### config.mk
export PLATFORM = sky130hd
export DESIGN_NAME = ccs_top
export DESIGN_NICKNAME = d
export VERILOG_FILES = /design/src/ccs_pkg.sv /design/src/ccs_shifter.sv /design/src/ccs_top.sv
export SDC_FILE = /design/constraint.sdc
export NUM_CORES = 1
export LEC_CHECK = 0
export ABC_AREA = 1
export BUFFER_PORTS_ARGS = -buffer_cell sky130_fd_sc_hd__buf_2
export CAP_MARGIN = 20
export CORE_MARGIN = 10
export CORE_UTILIZATION = 55
export DETAILED_ROUTE_END_ITERATION = 12
export PLACE_DENSITY = 0.8
export SETUP_SLACK_MARGIN = 0.15
export SYNTH_ARGS = -nofsm -noshare
export SYNTH_HDL_FRONTEND = slang
export SYNTH_HIERARCHICAL = 1
export SYNTH_SLANG_ARGS = --single-unit
### constraint.sdc
create_clock -name CORE_CLK -period 2.25 [get_ports CORE_CLK]
set_input_delay 0 -clock CORE_CLK [delete_from_list [all_inputs] [get_ports CORE_CLK]]
set_output_delay 0 -clock CORE_CLK [all_outputs]
set_load 0.05 [all_outputs]
### src/ccs_pkg.sv
/*
  Constants for the cascaded codec serial port: register map, control
  word fields, channel register fields, reset values and rate tables.
  Assumes a single core clock; every user writes ccs_pkg::name.
*/
package ccs_pkg;
  // Avalon byte offsets
  localparam logic [7:0] OFF_CTRL = 8'h00;
  localparam logic [7:0] OFF_STAT = 8'h04;
  localparam logic [7:0] OFF_ADC1 = 8'h08;
  localparam logic [7:0] OFF_ADC2 = 8'h0C;
  localparam logic [7:0] OFF_DAC1 = 8'h10;
  localparam logic [7:0] OFF_DAC2 = 8'h14;
  localparam logic       RST_ENABLE = 1'b1;
  // Control word fields
  localparam int CW_CTRL   = 15;
  localparam int CW_READ   = 14;
  localparam int CW_DEV_HI = 13;
  localparam int CW_DEV_LO = 11;
  localparam int CW_REG_HI = 10;
  localparam int CW_REG_LO = 8;
  localparam logic [2:0] DEV_SELF = 3'h0;
  localparam logic [2:0] DEV_STEP = 3'h1;
  // Channel register indices
  localparam logic [2:0] REG_A = 3'h0;
  localparam logic [2:0] REG_B = 3'h1;
  localparam logic [2:0] REG_C = 3'h2;
  // Control register A fields
  localparam int CRA_PGM    = 0;
  localparam int CRA_MM     = 1;
  localparam int CRA_CNT_HI = 6;
  localparam int CRA_CNT_LO = 4;
  // Control register B fields
  localparam int CRB_SR_HI = 1;
  localparam int CRB_SR_LO = 0;
  localparam int CRB_SC_HI = 3;
  localparam int CRB_SC_LO = 2;
  localparam int CRB_MD_HI = 6;
  localparam int CRB_MD_LO = 4;
  // Control register C power bits
  localparam int CRC_ADC    = 3;
  localparam int CRC_DAC    = 4;
  localparam int CRC_REF    = 5;
  localparam int CRC_REFERENCE_OUTPUT = 6;
  localparam logic [7:0] RST_CREG = 8'h00;
  // Sample period in divided-clock ticks, minus one, by select code
  localparam logic [10:0] SR_LIM [4] = '{11'h7FF, 11'h3FF, 11'h1FF, 11'h0FF};
  // Serial clock half period in divided-clock ticks, minus one
  localparam logic [1:0] SC_LIM [4] = '{2'h3, 2'h1, 2'h0, 2'h0};
  localparam int WORD_BITS = 16;
  localparam logic [4:0] RX_LEN = 5'h10;
  localparam logic [3:0] TX_LAST = 4'hF;
  typedef enum logic [1:0] {
    TX_IDLE = 2'b00,
    TX_SYNC = 2'b01,
    TX_BITS = 2'b10
  } ccs_tx_t;
endpackage

### src/ccs_shifter.sv
/*
  One channel's serial register: receives a framed 16-bit word and
  sends a framed word with a one-bit frame sync ahead of the MSB.
  Assumes bit_en is a one-cycle pulse per serial bit on clk.
*/
`timescale 1ns/1ns
module ccs_shifter (
  input  wire logic        clk,       // Core clock
  input  wire logic        rst_n,     // Sync reset, low active
  input  wire logic        bit_en,    // One pulse per serial bit
  input  wire logic        in_fs,     // Frame sync in
  input  wire logic        in_bit,    // Serial data in
  input  wire logic        load,      // Take load_word
  input  wire logic [15:0] load_word, // Word to send
  output logic             out_fs,    // Frame sync out
  output logic             out_bit,   // Serial data out
  output logic      [15:0] rx_word,   // Last word received
  output logic             rx_done,   // Word complete pulse
  output logic             ready      // Hold slot free
);
  logic [4:0]         rx_cnt_reg;
  logic [15:0]        hold_reg;
  logic               hold_v_reg;
  logic [15:0]        sh_reg;
  logic [3:0]         tx_cnt_reg;
  ccs_pkg::ccs_tx_t   tx_st_reg;

  assign ready = ~hold_v_reg;

  // Receive: arm on frame sync, take MSB first
  always_ff @(posedge clk) begin
    if (!rst_n) begin
      rx_cnt_reg <= 5'h00;
      rx_word    <= 16'h0000;
      rx_done    <= 1'b0;
    end else begin
      rx_done <= 1'b0;
      if (bit_en) begin
        if (rx_cnt_reg != 5'h00) begin
          rx_word    <= {rx_word[14:0], in_bit};
          rx_cnt_reg <= rx_cnt_reg - 5'h01;
          rx_done    <= (rx_cnt_reg == 5'h01);
        end else if (in_fs) begin
          rx_cnt_reg <= ccs_pkg::RX_LEN;
        end
      end
    end
  end

  // One-word hold so a forward can queue behind a running send
  always_ff @(posedge clk) begin
    if (!rst_n) begin
      hold_reg   <= 16'h0000;
      hold_v_reg <= 1'b0;
    end else if (load && !hold_v_reg) begin
      hold_reg   <= load_word;
      hold_v_reg <= 1'b1;
    end else if (bit_en && tx_st_reg == ccs_pkg::TX_IDLE) begin
      hold_v_reg <= 1'b0;
    end
  end

  // Transmit: sync bit, then 16 data bits
  always_ff @(posedge clk) begin
    if (!rst_n) begin
      tx_st_reg  <= ccs_pkg::TX_IDLE;
      sh_reg     <= 16'h0000;
      tx_cnt_reg <= 4'h0;
      out_fs     <= 1'b0;
      out_bit    <= 1'b0;
    end else if (bit_en) begin
      unique case (tx_st_reg)
        ccs_pkg::TX_IDLE: begin
          out_bit <= 1'b0;
          if (hold_v_reg) begin
            out_fs    <= 1'b1;
            sh_reg    <= hold_reg;
            tx_st_reg <= ccs_pkg::TX_SYNC;
          end
        end
        ccs_pkg::TX_SYNC: begin
          out_fs     <= 1'b0;
          out_bit    <= sh_reg[15];
          sh_reg     <= {sh_reg[14:0], 1'b0};
          tx_cnt_reg <= ccs_pkg::TX_LAST;
          tx_st_reg  <= ccs_pkg::TX_BITS;
        end
        ccs_pkg::TX_BITS: begin
          if (tx_cnt_reg == 4'h1) begin
            tx_st_reg <= ccs_pkg::TX_IDLE;
          end
          out_bit    <= sh_reg[15];
          sh_reg     <= {sh_reg[14:0], 1'b0};
          tx_cnt_reg <= tx_cnt_reg - 4'h1;
        end
        default: tx_st_reg <= ccs_pkg::TX_IDLE;
      endcase
    end
  end
endmodule // ccs_shifter

### src/ccs_top.sv
/*
  Two-channel cascaded serial port: channel 1 faces the DSP input pins,
  channel 2 drives the DSP output pins, with an Avalon-MM slave for
  ADC words, DAC readout and port status.
  Assumes serial pins are asynchronous and a 20 MHz core clock.
*/
// The Avalon-MM register port and the register addresses were decided locally.
`timescale 1ns/1ns
// Overview of operation
// - First sample event after reset: both channels raise output sync together.
// - A word not addressed here is sent onward under a raised output sync.
// - Forwarded control words get their address field decremented.
// - A register A write with count two and both mode bits gives mixed mode.
// - In mixed mode, MSB 0 means DAC data, else control.
// - DAC loads once input syncs with DAC words reach the device count.
// - Control bit 14 set requests readback of the addressed register.
// - Readback words lose one address step per channel passed.
// - Channel 1 register B sets divided clock, sample rate and serial clock.
// - Register C powers analog sections; early ADC words still travel.
// - Without loopback, control and DAC update fit one sample period.
// - With loopback, the ADC word after a control write acts as control.
// - After a DAC update the sync counter clears and counts again.
// - In mixed mode only MSB-zero words advance the sync counter.
module ccs_top (
  input  wire logic        CORE_CLK,             // 20 MHz core clock
  input  wire logic        RESET_N,              // Sync reset, low active
  input  wire logic [7:0]  AVS_ADDRESS,          // Byte address
  input  wire logic [3:0]  AVS_BYTEENABLE,       // Byte lanes
  input  wire logic        AVS_READ,             // Read request
  input  wire logic        AVS_WRITE,            // Write request
  input  wire logic [31:0] AVS_WRITEDATA,        // Write data
  output logic      [31:0] AVS_READDATA,         // Read data
  output logic             AVS_WAITREQUEST,      // Stall
  output logic             SCLK,                 // Serial clock out
  input  wire logic        SDI,                  // Serial data in
  input  wire logic        SERIAL_IN_FRAME_SYNC, // Input frame sync
  output logic             SDO,                  // Serial data out
  output logic             SERIAL_OUT_FRAME_SYNC,// Output frame sync
  input  wire logic        FRAME_SYNC_LOOPBACK,  // Loopback wiring strap
  output logic      [15:0] DAC_CH1_DATA,         // Channel 1 DAC word
  output logic      [15:0] DAC_CH2_DATA,         // Channel 2 DAC word
  output logic      [1:0]  DAC_UPDATE,           // DAC load pulses
  output logic      [1:0]  ADC_ON,               // ADC powered
  output logic      [1:0]  DAC_ON,               // DAC powered
  output logic      [1:0]  REF_ON,               // Reference powered
  output logic      [1:0]  REFERENCE_OUTPUT_ON             // Reference output on
);
  logic              sdi_m_reg, sdi_q_reg;
  logic              fs_m_reg, fs_q_reg;
  logic              lb_m_reg, lb_q_reg;
  logic              enable_reg;
  logic [15:0]       adc_reg [2];
  logic              ack_reg;
  logic [2:0]        md_cnt_reg;
  logic [1:0]        sc_cnt_reg;
  logic [10:0]       smp_cnt_reg;
  logic              sclk_reg;
  logic              smp_tick_reg;
  logic              dm_en, half_en, bit_en;
  logic [7:0]        control_reg_b;
  logic [1:0]        in_fs, in_bit, out_fs, out_bit;
  logic [1:0]        tx_load, tx_ready, rx_done;
  logic [1:0][15:0]  rx_word, tx_word, dac_q;
  logic [1:0][7:0]   cra_q, crb_q, crc_q;
  logic [1:0][3:0]   fcnt_q;
  logic              req;
  logic [31:0]       rd_next;

  // Two flops on the SDI, input frame sync and loopback strap pins; only the second is read
  always_ff @(posedge CORE_CLK) begin
    if (!RESET_N) begin
      sdi_m_reg <= 1'b0;
      sdi_q_reg <= 1'b0;
      fs_m_reg  <= 1'b0;
      fs_q_reg  <= 1'b0;
      lb_m_reg  <= 1'b0;
      lb_q_reg  <= 1'b0;
    end else begin
      sdi_m_reg <= SDI;
      sdi_q_reg <= sdi_m_reg;
      fs_m_reg  <= SERIAL_IN_FRAME_SYNC;
      fs_q_reg  <= fs_m_reg;
      lb_m_reg  <= FRAME_SYNC_LOOPBACK;
      lb_q_reg  <= lb_m_reg;
    end
  end

  // Timing follows channel 1 register B; channel 2 register B sets nothing
  assign control_reg_b     = crb_q[0];
  assign dm_en   = (md_cnt_reg == control_reg_b[ccs_pkg::CRB_MD_HI:ccs_pkg::CRB_MD_LO]);
  assign half_en = dm_en && (sc_cnt_reg == ccs_pkg::SC_LIM[control_reg_b[ccs_pkg::CRB_SC_HI:ccs_pkg::CRB_SC_LO]]);
  assign bit_en  = half_en && sclk_reg;

  // Master clock divider; field 0 keeps divided clock equal to core
  always_ff @(posedge CORE_CLK) begin
    if (!RESET_N || dm_en) begin
      md_cnt_reg <= 3'h0;
    end else begin
      md_cnt_reg <= md_cnt_reg + 3'h1;
    end
  end

  // Serial clock: data launches and samples on the falling edge
  always_ff @(posedge CORE_CLK) begin
    if (!RESET_N) begin
      sc_cnt_reg <= 2'h0;
      sclk_reg   <= 1'b0;
    end else if (half_en) begin
      sc_cnt_reg <= 2'h0;
      sclk_reg   <= ~sclk_reg;
    end else if (dm_en) begin
      sc_cnt_reg <= sc_cnt_reg + 2'h1;
    end
  end

  assign SCLK = sclk_reg;

  // Sample event counter, gated by the software enable
  always_ff @(posedge CORE_CLK) begin
    if (!RESET_N) begin
      smp_cnt_reg  <= 11'h000;
      smp_tick_reg <= 1'b0;
    end else begin
      smp_tick_reg <= 1'b0;
      if (enable_reg && dm_en) begin
        if (smp_cnt_reg == ccs_pkg::SR_LIM[control_reg_b[ccs_pkg::CRB_SR_HI:ccs_pkg::CRB_SR_LO]]) begin
          smp_cnt_reg  <= 11'h000;
          smp_tick_reg <= 1'b1;
        end else begin
          smp_cnt_reg <= smp_cnt_reg + 11'h001;
        end
      end
    end
  end

  // Cascade wiring: channel 1 output sync is channel 2 input sync
  assign in_fs[0]              = fs_q_reg;
  assign in_bit[0]             = sdi_q_reg;
  assign in_fs[1]              = out_fs[0];
  assign in_bit[1]             = out_bit[0];
  assign SDO                   = out_bit[1];
  assign SERIAL_OUT_FRAME_SYNC = out_fs[1];

  genvar c;
  generate
    for (c = 0; c < 2; c++) begin : gen_ch
      logic [7:0]  creg_reg [8];
      logic [3:0]  fcnt_reg;
      logic [15:0] dac_reg;
      logic        upd_reg;
      logic        fwd_v_reg;
      logic [15:0] fwd_w_reg;
      logic        smp_pend_reg;
      logic        lb_pend_reg;
      logic [15:0] w;
      logic        is_ctrl, is_self, do_wr, do_rd, do_fwd, do_dat, dac_hit, prog, do_pass;
      logic [3:0]  dev_cnt, cnt_nxt;
      logic [2:0]  rsel;

      assign w       = rx_word[c];
      assign rsel    = w[ccs_pkg::CW_REG_HI:ccs_pkg::CW_REG_LO];
      assign prog    = !creg_reg[ccs_pkg::REG_A][ccs_pkg::CRA_PGM];
      // Program and mixed modes: MSB marks control; data mode none; loopback override
      assign is_ctrl = ((prog || creg_reg[ccs_pkg::REG_A][ccs_pkg::CRA_MM])
                        && w[ccs_pkg::CW_CTRL])
                     || lb_pend_reg;
      assign is_self = (w[ccs_pkg::CW_DEV_HI:ccs_pkg::CW_DEV_LO] == ccs_pkg::DEV_SELF);
      assign do_wr   = rx_done[c] && is_ctrl && is_self && !w[ccs_pkg::CW_READ];
      assign do_rd   = rx_done[c] && is_ctrl && is_self && w[ccs_pkg::CW_READ];
      assign do_fwd  = rx_done[c] && is_ctrl && !is_self;
      assign do_dat  = rx_done[c] && !is_ctrl && !prog;
      // Program mode data words only travel, so upstream ADC words arrive intact
      assign do_pass = rx_done[c] && !is_ctrl && prog;
      assign dev_cnt = {1'b0, creg_reg[ccs_pkg::REG_A][ccs_pkg::CRA_CNT_HI:ccs_pkg::CRA_CNT_LO]}
                     + 4'h1;
      assign cnt_nxt = fcnt_reg + 4'h1;
      assign dac_hit = do_dat && (cnt_nxt == dev_cnt);
      // Forwarded words take priority; the sample word waits its turn
      assign tx_load[c] = tx_ready[c] && (fwd_v_reg || smp_pend_reg);
      assign tx_word[c] = fwd_v_reg ? fwd_w_reg : adc_reg[c];

      // Channel registers; mode bits of A steer decoding at once
      always_ff @(posedge CORE_CLK) begin
        if (!RESET_N) begin
          for (int i = 0; i < 8; i++) begin
            creg_reg[i] <= ccs_pkg::RST_CREG;
          end
        end else if (do_wr) begin
          creg_reg[rsel] <= w[7:0];
        end
      end

      // Frame sync counter restarts after each DAC load
      always_ff @(posedge CORE_CLK) begin
        if (!RESET_N || dac_hit) begin
          fcnt_reg <= 4'h0;
        end else if (do_dat) begin
          fcnt_reg <= cnt_nxt;
        end
      end

      // DAC holds the word that completed the count
      always_ff @(posedge CORE_CLK) begin
        if (!RESET_N) begin
          dac_reg <= 16'h0000;
          upd_reg <= 1'b0;
        end else begin
          upd_reg <= dac_hit;
          if (dac_hit) begin
            dac_reg <= w;
          end
        end
      end

      // Onward word: control and readback lose one address step
      always_ff @(posedge CORE_CLK) begin
        if (!RESET_N) begin
          fwd_v_reg <= 1'b0;
          fwd_w_reg <= 16'h0000;
        end else if (do_fwd || do_rd) begin
          fwd_v_reg <= 1'b1;
          fwd_w_reg <= {w[15:14], w[ccs_pkg::CW_DEV_HI:ccs_pkg::CW_DEV_LO] - ccs_pkg::DEV_STEP,
                        rsel, do_rd ? creg_reg[rsel] : w[7:0]};
        end else if (do_pass || (do_dat && !dac_hit)) begin
          fwd_v_reg <= 1'b1;
          fwd_w_reg <= w;
        end else if (tx_load[c] && fwd_v_reg) begin
          fwd_v_reg <= 1'b0;
        end
      end

      // Sample word pending; a new tick wins over the clear
      always_ff @(posedge CORE_CLK) begin
        if (!RESET_N) begin
          smp_pend_reg <= 1'b0;
        end else if (smp_tick_reg) begin
          smp_pend_reg <= 1'b1;
        end else if (tx_load[c] && !fwd_v_reg) begin
          smp_pend_reg <= 1'b0;
        end
      end

      // With loopback the next returning word is read as control
      always_ff @(posedge CORE_CLK) begin
        if (!RESET_N) begin
          lb_pend_reg <= 1'b0;
        end else if (do_wr && lb_q_reg) begin
          lb_pend_reg <= 1'b1;
        end else if (rx_done[c]) begin
          lb_pend_reg <= 1'b0;
        end
      end

      ccs_shifter u_shifter (
        .clk       (CORE_CLK),
        .rst_n     (RESET_N),
        .bit_en    (bit_en),
        .in_fs     (in_fs[c]),
        .in_bit    (in_bit[c]),
        .load      (tx_load[c]),
        .load_word (tx_word[c]),
        .out_fs    (out_fs[c]),
        .out_bit   (out_bit[c]),
        .rx_word   (rx_word[c]),
        .rx_done   (rx_done[c]),
        .ready     (tx_ready[c])
      );

      assign dac_q[c]      = dac_reg;
      assign cra_q[c]      = creg_reg[ccs_pkg::REG_A];
      assign crb_q[c]      = creg_reg[ccs_pkg::REG_B];
      assign crc_q[c]      = creg_reg[ccs_pkg::REG_C];
      assign fcnt_q[c]     = fcnt_reg;
      assign DAC_UPDATE[c] = upd_reg;
      assign ADC_ON[c]     = crc_q[c][ccs_pkg::CRC_ADC];
      assign DAC_ON[c]     = crc_q[c][ccs_pkg::CRC_DAC];
      assign REF_ON[c]     = crc_q[c][ccs_pkg::CRC_REF];
      assign REFERENCE_OUTPUT_ON[c]  = crc_q[c][ccs_pkg::CRC_REFERENCE_OUTPUT];
    end
  endgenerate

  assign DAC_CH1_DATA = dac_q[0];
  assign DAC_CH2_DATA = dac_q[1];

  // One wait state per access; write lands on the ack edge
  assign req             = AVS_READ || AVS_WRITE;
  assign AVS_WAITREQUEST = req && !ack_reg;

  always_ff @(posedge CORE_CLK) begin
    if (!RESET_N) begin
      ack_reg <= 1'b0;
    end else begin
      ack_reg <= req && !ack_reg;
    end
  end

  // Read mux; unmapped offsets read zero
  always_comb begin
    rd_next = 32'h00000000;
    unique case (AVS_ADDRESS)
      ccs_pkg::OFF_CTRL: rd_next = {31'h00000000, enable_reg};
      ccs_pkg::OFF_STAT: rd_next = {19'h00000, lb_q_reg,
                                    cra_q[1][1:0], cra_q[0][1:0], fcnt_q[1], fcnt_q[0]};
      ccs_pkg::OFF_ADC1: rd_next = {16'h0000, adc_reg[0]};
      ccs_pkg::OFF_ADC2: rd_next = {16'h0000, adc_reg[1]};
      ccs_pkg::OFF_DAC1: rd_next = {16'h0000, dac_q[0]};
      ccs_pkg::OFF_DAC2: rd_next = {16'h0000, dac_q[1]};
      default:           rd_next = 32'h00000000;
    endcase
  end

  always_ff @(posedge CORE_CLK) begin
    if (!RESET_N) begin
      AVS_READDATA <= 32'h00000000;
    end else if (AVS_READ && !ack_reg) begin
      AVS_READDATA <= rd_next;
    end
  end

  // Software registers, byte lanes honoured
  always_ff @(posedge CORE_CLK) begin
    if (!RESET_N) begin
      enable_reg <= ccs_pkg::RST_ENABLE;
      adc_reg[0] <= 16'h0000;
      adc_reg[1] <= 16'h0000;
    end else if (AVS_WRITE && ack_reg) begin
      for (int i = 0; i < 2; i++) begin
        if (AVS_ADDRESS == (i == 0 ? ccs_pkg::OFF_ADC1 : ccs_pkg::OFF_ADC2)) begin
          if (AVS_BYTEENABLE[0]) adc_reg[i][7:0]  <= AVS_WRITEDATA[7:0];
          if (AVS_BYTEENABLE[1]) adc_reg[i][15:8] <= AVS_WRITEDATA[15:8];
        end
      end
      if (AVS_ADDRESS == ccs_pkg::OFF_CTRL && AVS_BYTEENABLE[0]) begin
        enable_reg <= AVS_WRITEDATA[0];
      end
    end
  end
endmodule // ccs_top

Yosys cells after proc, flatten, opt, wreduce, memory -nomap -nowiden
Memories as Yosys holds them, arrays and structs flattened. A register that Yosys moved wholly into a read port is not among the register bits.
Cells that the tools add are included.
Widths: inputs -> output; s select.
{"block": "op_classes", "n_reduce_logical": 119, "addsub": 13, "muxes": 96, "n_lt_le_gt_ge": 2, "n_eq_ne": 22, "bitwise_logic": 10}
{"op": "$mux 16", "count": 8}
{"op": "$pmux 16 s6", "count": 1}
{"op": "$mux 8", "count": 8}
{"op": "$pmux 16 s2", "count": 2}
{"op": "$mux 1", "count": 48}
{"op": "$logic_and 1x1->1", "count": 41}
{"op": "$mux 11", "count": 3}
{"op": "$reduce_bool 2->1", "count": 16}
{"op": "$reduce_and 3->1", "count": 8}
{"op": "$bmux 11 s2", "count": 1}
{"op": "$mux 5", "count": 4}
{"op": "$reduce_and 2->1", "count": 10}
{"op": "$mux 3", "count": 6}
{"op": "$eq 8x4->1 const B", "count": 2}
{"op": "$eq 8x5->1 const B", "count": 2}
{"op": "$logic_not 1->1", "count": 16}
{"op": "$pmux 4 s2", "count": 2}
{"op": "$reduce_or 8->1", "count": 2}
{"op": "$logic_or 1x1->1", "count": 14}
{"op": "$mux 2", "count": 6}
{"op": "$pmux 2 s3", "count": 2}
{"op": "$add 11x1->11 const B", "count": 1}
{"op": "$eq 11x11->1", "count": 1}
{"op": "$eq 5x1->1 const B", "count": 2}
{"op": "other kinds (27)", "count": 56}
{"block": "word_totals", "mem_bits_rw": 160, "in_bits": 51, "regBits": 264, "wordCells": 313, "out_inout_bits": 78, "n_memories": 3}
{"memory": "gen_ch[0].creg_reg", "depth": 8, "width": 8, "read_ports": 4, "rd_ports_with_merged_regs": 1, "wr": 8, "line_no": "ccs_top.sv:147", "source": "logic [7:0] creg_reg [8];"}
{"memory": "gen_ch[1].creg_reg", "depth": 8, "width": 8, "read_ports": 3, "rd_ports_with_merged_regs": 1, "wr": 8, "line_no": "ccs_top.sv:147"}
{"memory": "adc_reg", "depth": 2, "width": 16, "read_ports": 2, "rd_ports_with_merged_regs": 0, "wr": 2, "line_no": "ccs_top.sv:52", "source": "logic [15:0] adc_reg [2];"}

Longest topological paths before layout
Gate-level depths: netlist (run 1).
An unclocked memory read counts as a cell.
{"block": "depth", "depth_word": 14, "depth_mapped": 13, "depth_no_buf": 12}

By module
The synthesis (run 1) kept the hierarchy.
{"mod": "ccs_top", "instances": 1, "area_each_um2": 14005.9, "seq_area_each_um2": 7247.0, "cells_per_inst": 1771}
{"mod": "ccs_shifter", "instances": 2, "area_each_um2": 2675.1, "seq_area_each_um2": 1261.2, "cells_per_inst": 357}

Worst setup path after synthesis (run 1)
Ideal clock, no wire load.
{"block": "synth_path", "path_kind": "reg2reg", "startpoint": "memory gen_ch[0].creg_reg[1][5]", "endpoint": "register gen_ch[0].u_shifter.sh_reg[6]", "required_time_ps": 2134, "stages_incl_launch_ff": 12, "arrival_ps": 2198, "n_path_buf": 1, "slack_ps": -63, "setup_ps": 116, "synth_period_minus_slack_ps": 2313, "path_cell_list": "edfxtp_1 > xnor2_1 > nand3_1 > inv_1 > nand2_1 > nor2_1 > nand2_2 > nor2_4 > inv_2 > buf_6 > nor2_1 > nor2_1"}
{"item": "start: declaration", "line_no": "ccs_top.sv:147"}
{"item": "end signal: assignment", "line_no": "ccs_shifter.sv:77", "source": "sh_reg <= hold_reg;"}
{"item": "end signal: assignment", "line_no": "ccs_shifter.sv:84", "source": "sh_reg <= {sh_reg[14:0], 1'b0};"}
{"item": "end signal: assignment", "line_no": "ccs_shifter.sv:93", "source": "sh_reg <= {sh_reg[14:0], 1'b0};"}
{"item": "end: declaration", "line_no": "ccs_shifter.sv:24", "source": "logic [15:0] sh_reg;"}

==> run metrics, run 1 <==
Leak 9.46 nW; DR WL/cell about 17 um; Seq/Total Area, Yosys ~50%; Final Hold Viols 0; Starting DRT DRC Count 1872; ys flop type dfxtp_1; min cycle time layout 2040 ps; Ports 129; synthesized flop and latch total 408; Die H ~210 um; first-pass iteration count of the detailed router 6; fin util 63.6%; kind of critical path reg2reg; Yosys cell types 42; CP Capture Type flop; routability cong. roughly 0.9; max_cap viols 0; Post-synth EDFFs 160; Worst Hold Launch AVS_BYTEENABLE[0]; Core ar. 34600 um^2; final setup fails 0; crit path DAT roughly 2500 ps; cell area after synthesis 19400 um^2; Cells after Synth 2485; final critical-path share of the clock period about 91%; initial antenna violation count 0; fill cell count 2886; startpoint type of the worst setup path flop; post-synth top area share 25.6%; Power Density 701 nW/um^2; multi-input combinational cell area 7940 um^2; leading area contributor after synthesis dfxtp_1; RSZ-0062 raised after global routing false; later-pin clock latency in the skew report 550 ps; total wire length roughly 53 mm; critical-path maximum fanout 7; syn_area_per_cell 7.79 um^2; most frequent cell after synthesis nand2_1; Layout area overhead 13.8%; ANT nets after route 0; DR vias approximately 17k; Largest register FFs 128; clock skew after layout between 20 and 30 ps; Layout Nets 2679; IO buf count between 90 and 100; clock sink total 408; total CTS buffers 43; Least-Margin Pin Slew 660 ps; Critical path origin gen_ch[0].creg_reg[1][3]$_SDFFCE_PN0P_; Max clock buf depth 3; area of the die 43100 um^2; total gr overflow 0; CTS tree built; largest net degree at the start of global routing ~150; CP required 2710 ps; reg2reg start gen_ch[0].creg_reg[1][3]$_SDFFCE_PN0P_; fin. max-slew vios 0; Min-Delay Path Class in2reg; status finished, final reports clean; DR DRC count 0; f_max 490 MHz; Sequential Area just under 10000 um^2; Async SR Flop Fraction 0%; CTS root buf clkbuf_16; share of cells above drive strength 1 between 10% and 20%; Starting Density a little under three fifths; Worst slew margin a little under three fifths; setup_tns 0 ps; first-pass GRT wire length 81.8 mm; Peak VDD IR 0.000583 V; Clock Pin Slew Worst Setup and Hold Paths about 60 ps; commonest cells in the netlist 519 x nand2_1, 409 x nor2_1, 268 x inv_1, 248 x dfxtp_1, 193 x o21ai_0; number of core rows 68; number of global-route vias before repair 15.9k; Final HPWL DP 36.5 mm; yosys warns 6; Synth area leaders dfxtp_1 26%, edfxtp_1 25%, nand2_1 10%; H-tree depth 2; die width 208 um; drt via density 5.48; All-Layer GR Usage 22.9%
==> worst max-delay path, cell delays in order, from the launching register on <==
cell	delay, ps
edfxtp_1	440
nor2_2	130
xor2_1	100
nor2_2	180
nand2_2	100
nor2_4	150
buf_12	170
nand2_4	70
nor2_4	230
buf_2	190
o21ai_0	90
nor2_1	130
==> placed cells by master (no fill, tap or decap), types with 45 or more instances in the layout <==
cell / n
a21oi_1: 120
buf_2: 94
buf_4: 57
clkbuf_16: 45
dfxtp_1: 247
edfxtp_1: 160
inv_1: 267
nand2_1: 507
nand3_1: 188
nor2_1: 404
o21ai_0: 191
==> report_power, final <==
group	internal (W)	leakage (nW)	switching, W
logic	0.000200	5.14	0.000468
clock network	0.00398	0.671	0.00294
registers	0.00779	3.65	0.0000685
==> area by class of cell <==
class / instances / area share (%)
Tap cell: 455 / 2.58
Inverter: 283 / 4.87
Clock inverter: 19 / 0.693
Clock buffer: 61 / 5.48
Sequential cell: 408 / 44.3
Timing Repair Buffer: 184 / 5.96
Antenna cell: 1 / 0.0114
Multi-Input combinational cell: 1676 / 36.1
==> repair_timing <==
action	4_1_cts	5_1_grt
hold endpoints to repair	52	0
pin swaps	2	15
buffers inserted	3	8
endpoints found under the setup margin	28	221
cloned	0	3
gates resized for setup	3	34
hold buffers	22	0
==> final timing paths <==
kind,end,slack [ps],depth (start not counted)
min reg2reg,fs_q_reg$_SDFF_PN0_,410,2
max reg2reg,gen_ch[1].u_shifter/sh_reg[8]$_SDFFE_PN0P_,210,11
min,enable_reg$_SDFFE_PN1P_,100,5
max,gen_ch[1].u_shifter/sh_reg[8]$_SDFFE_PN0P_,210,11
==> kinds of logic after synthesis <==
kind of cell	synth area share [%]
adder cells (fa/ha/maj)	2.07
buffers and inverters	9.24
other	0.0194
AND/OR/NAND/NOR	27.6
XOR/XNOR	0.860
AO/OA/AOI/OAI	9.76
flip-flops	50.5
==> metal layers <==
layer,vias to the layer above,share of wire [%],GRT usage [%]
met4,0,4.9,10.9
li1,8191,-,-
met5,-,0,0
met1,7862,40,28.8
met2,720,47,37.4
met3,153,8.2,4.30
==> metrics by stage <==
stage	total power (W)	hold WS [ps]	std cells	area, um^2	worst slack (ps)
global route	0.0158	71.7	3086	22000	135
detailed placement	0.00860	190	2970	20200	118
finish	0.0154	96.7	3087	22000	209
floorplan	0.00844	97.6	2500	19400	183
CTS	0.0154	16.6	3075	21800	150
global placement	0.00857	187	2970	20200	194
Note: power is estimated with default switching activity, not from simulation.
==> run 2, diff against run 1 <==
Settings changed: ABC_CLOCK_PERIOD_IN_PS from default to 2250, SYNTH_HIERARCHICAL 1 to default.
==> run 2 against run 1 <==
Against the previous run:
- critical path depth decreased by 3
- routed wire length decreased by 0.96%
- synthesized area increased by 0.39%
- power increased by 2.4%
- largest cell class unchanged
- clock skew decreased by 17 ps
- first-iteration DRC count decreased by 8.0%
- critical path type unchanged
- clock-buffer cell count increased by 10
- setup slack got worse by 3.1 ps
- highest routed layer unchanged
- cell area increased by 0.69%
- die area increased by 0.35%
==> run metrics, run 2 <==
Yosys cell types 39 (-7.1%); DR WL/cell 17.0 um (-0.93%); share of cells above drive strength 1 12.1% (-0.80 points); routability cong. 0.919 (-0.38%); Comb power frac 4.3% (about the same); final critical-path share of the clock period 90.8% (+0.14 points); Largest register FFs 128 (unchanged); max_cap viols 0 (unchanged); Reg power frac 50.4% (-0.5 points); status finished, final reports clean; Peak VDD IR 0.000686 V (+18%); Die H 208 um (+0.18%); Power Density 713 nW/um^2 (+1.7%); crit path DAT 2250 ps (-250 ps); drt via density 5.51 (+0.40%); post-synth top area share 26.2% (+0.52 points); CTS root buf clkbuf_16; H-tree depth 2 (unchanged); total gr overflow 0 (unchanged); cell area after synthesis 19400 um^2 (+0.39%); total CTS buffers 43 (unchanged); leading area contributor after synthesis dfxtp_1; DP Area 20400 um^2 (+0.93%); total wire length 52.5 mm (-0.96%); RSZ-0062 raised after global routing true; commonest cells in the netlist 729 x nand2_1, 367 x nor2_1, 254 x dfxtp_1, 253 x nand3_1, 160 x edfxtp_1; Final HPWL DP 37.1 mm (+1.6%); fin. max-slew vios 0 (unchanged); Bufs and invs on worst path 2 (unchanged); crit path cell chain inv_1 > ha_1 > ha_1 > nand4_1 > nor2_1 > buf_4 > nand2_2 > nand2_1; first-pass iteration count of the detailed router 6 (unchanged); All-Layer GR Usage 23.2% (+0.23 points); commonest non-fill, non-tap cell in the layout nand2_1; ANT nets after route 0 (unchanged); Layout Nets 2676 (-0.11%); number of global-route vias before repair 15.9k (+0.013%); CP peak stage delay 330 ps (-110 ps); most frequent cell after synthesis nand2_1; Slowest cell on crit path dfxtp_1; Post-synth EDFFs 160 (unchanged); reg2reg start gen_ch[1].u_shifter.rx_word[11]$_SDFFE_PN0P_; later-pin clock latency in the skew report 540 ps (about the same); Inserted Diodes 0 (-1); IO buf count 94 (unchanged); switching pwr 0.00346 W (-0.41%); Clock Pin Slew Worst Setup and Hold Paths 60 ps (about the same); critical-path maximum fanout 9 (+2); CP Capture Type flop; syn_area_per_cell 7.83 um^2 (+0.47%); most used cell, CP ha_1; Clock power frac 45.3% (+0.5 points); synthesized flop and latch total 414 (+1.5%); Leak 9.54 nW (+0.79%); Layout area overhead 14.2%; Seq/Total Area, Yosys 50.9% (+0.42 points); setup_tns 0 ps (unchanged); clock sink total 414 (+1.5%); f_max 489 MHz (-0.15%); Int Pwr 0.0124 W (+3.2%); final setup fails 0 (unchanged); Async SR Flop Fraction 0% (unchanged); sw frac 21.9% (-0.62 points); largest net degree at the start of global routing 97 (-37%); DR DRC count 0 (unchanged); CP required 2460 ps (-250 ps); post-route cell area 22200 um^2 (+0.69%); Max clock buf depth 3 (unchanged); yosys warns 0 (-6); Synth area leaders dfxtp_1 26%, edfxtp_1 25%, nand2_1 14%; Final Hold Viols 0 (unchanged); Worst Hold Launch AVS_ADDRESS[2]; Min-Delay Path Class in2reg; Worst slew margin 53.2% (-2.7 points); first-pass GRT wire length 82.8 mm (+1.2%); clock skew after layout 10.8 ps (-16.9 ps); startpoint type of the worst setup path flop; Starting DRT DRC Count 1722 (-8.0%); Least-Margin Pin Slew 702 ps (+41.5 ps); Critical path origin gen_ch[1].u_shifter.rx_word[11]$_SDFFE_PN0P_; CP delay by family, top simple AND/OR/NAND/NOR gates; area of the die 43200 um^2 (+0.35%); DR vias 17.0k (+0.37%); min cycle time layout 2040 ps (+3.13 ps); Core ar. 34700 um^2 (+0.25%); number of core rows 68 (unchanged); CTS tree built; kind of critical path reg2reg; Ports 129 (unchanged); most frequent cells in the layout 717 x nand2_1, 365 x nor2_1, 253 x dfxtp_1, 253 x nand3_1, 160 x edfxtp_1; ys flop type dfxtp_1; Starting Density 56.0% (+0.079 points); Cells after Synth 2483 (-0.080%); initial antenna violation count 1 (+1); die width 208 um (+0.18%)
[run 2: cell types whose count changed after synthesis, moves of 14 or more]
| cell | before | now |
|---|---|---|
| a31oi_1 | 4 | 32 |
| clkbuf_1 | 41 | 63 |
| inv_1 | 268 | 158 |
| mux2_2 | 0 | 15 |
| nand2_1 | 519 | 729 |
| nand3_1 | 189 | 253 |
| nand3b_1 | 8 | 30 |
| nand4_1 | 29 | 45 |
| nor2_1 | 409 | 367 |
| o211ai_1 | 23 | 1 |
| o21ai_0 | 193 | 56 |
| o21ai_1 | 15 | 1 |
| or2_2 | 29 | 6 |
[run 2: cell families after synthesis]
logic type	synth area share, %
other cells	0.0193
fa+ha+maj	1.80
simple gates	32.5
mux	0.869
buf+inv	7.42
flops	50.9
compound gates	5.58
xor+xnor	0.901
[run 2: timing repair]
item                       CTS  global route
setup buffers                0             7
hold endpoints to repair    51             0
setup endpoints to repair    0           223
hold buffers                23             0
resized for setup            0            17
[run 2: worst paths after layout]
check / to / slack [ps] / cells after the start
max: gen_ch[1].creg_reg[0][3]$_SDFFCE_PN0P_ / 210 / 8
min: AVS_READDATA[6]$_SDFFE_PN0P_ / 60 / 5
max reg2reg: gen_ch[1].creg_reg[0][3]$_SDFFCE_PN0P_ / 210 / 8
min reg2reg: sdi_q_reg$_SDFF_PN0_ / 420 / 2
[run 2: routing by layer]
layer	wire, um	global-route usage, %	part of all wire [%]
met2	24100	37.0	46
met1	22100	30.6	42
met5	0	0	0
met4	1540	7.90	2.9
met3	4800	5.02	9.1
[run 2: final cells by class]
type | count | area [um^2]
Timing Repair Buffer | 197 | 1400
Clock inverter | 8 | 65.1
Clock buffer | 71 | 1370
Fill cell | 2876 | 12500
Sequential cell | 414 | 9890
Multi-Input combinational cell | 1760 | 8200
Tap cell | 455 | 569
Inverter | 181 | 684
[run 2: power groups by stage]
stage                     Combinational, W  Sequential, W  Clock (W)
after floorplan                   0.000461        0.00811          0
after global placement            0.000599        0.00812          0
after detailed placement          0.000618        0.00813          0
after CTS                         0.000652        0.00797    0.00720
after global routing              0.000737        0.00798    0.00749
final                             0.000683        0.00797    0.00716
[run 2: tightest hold or removal path: cells and delay by family]
kind            cells  cell delay (ps)
compound gates      2              220
buf+inv             1              190
simple gates        2              150
[run 2: through the flow]
stage	hold slack [ps]	total power [W]	std cells	util [%]	worst slack, ps
6_report	62.5	0.0158	3086	63.9	206
5_1_grt	79.3	0.0162	3086	63.9	82.8
4_1_cts	47.6	0.0158	3079	63.5	176
3_5_place_dp	194	0.00875	2977	58.7	190
3_3_place_gp	187	0.00872	2977	58.7	249
2_1_floorplan	97.6	0.00857	2498	-	378
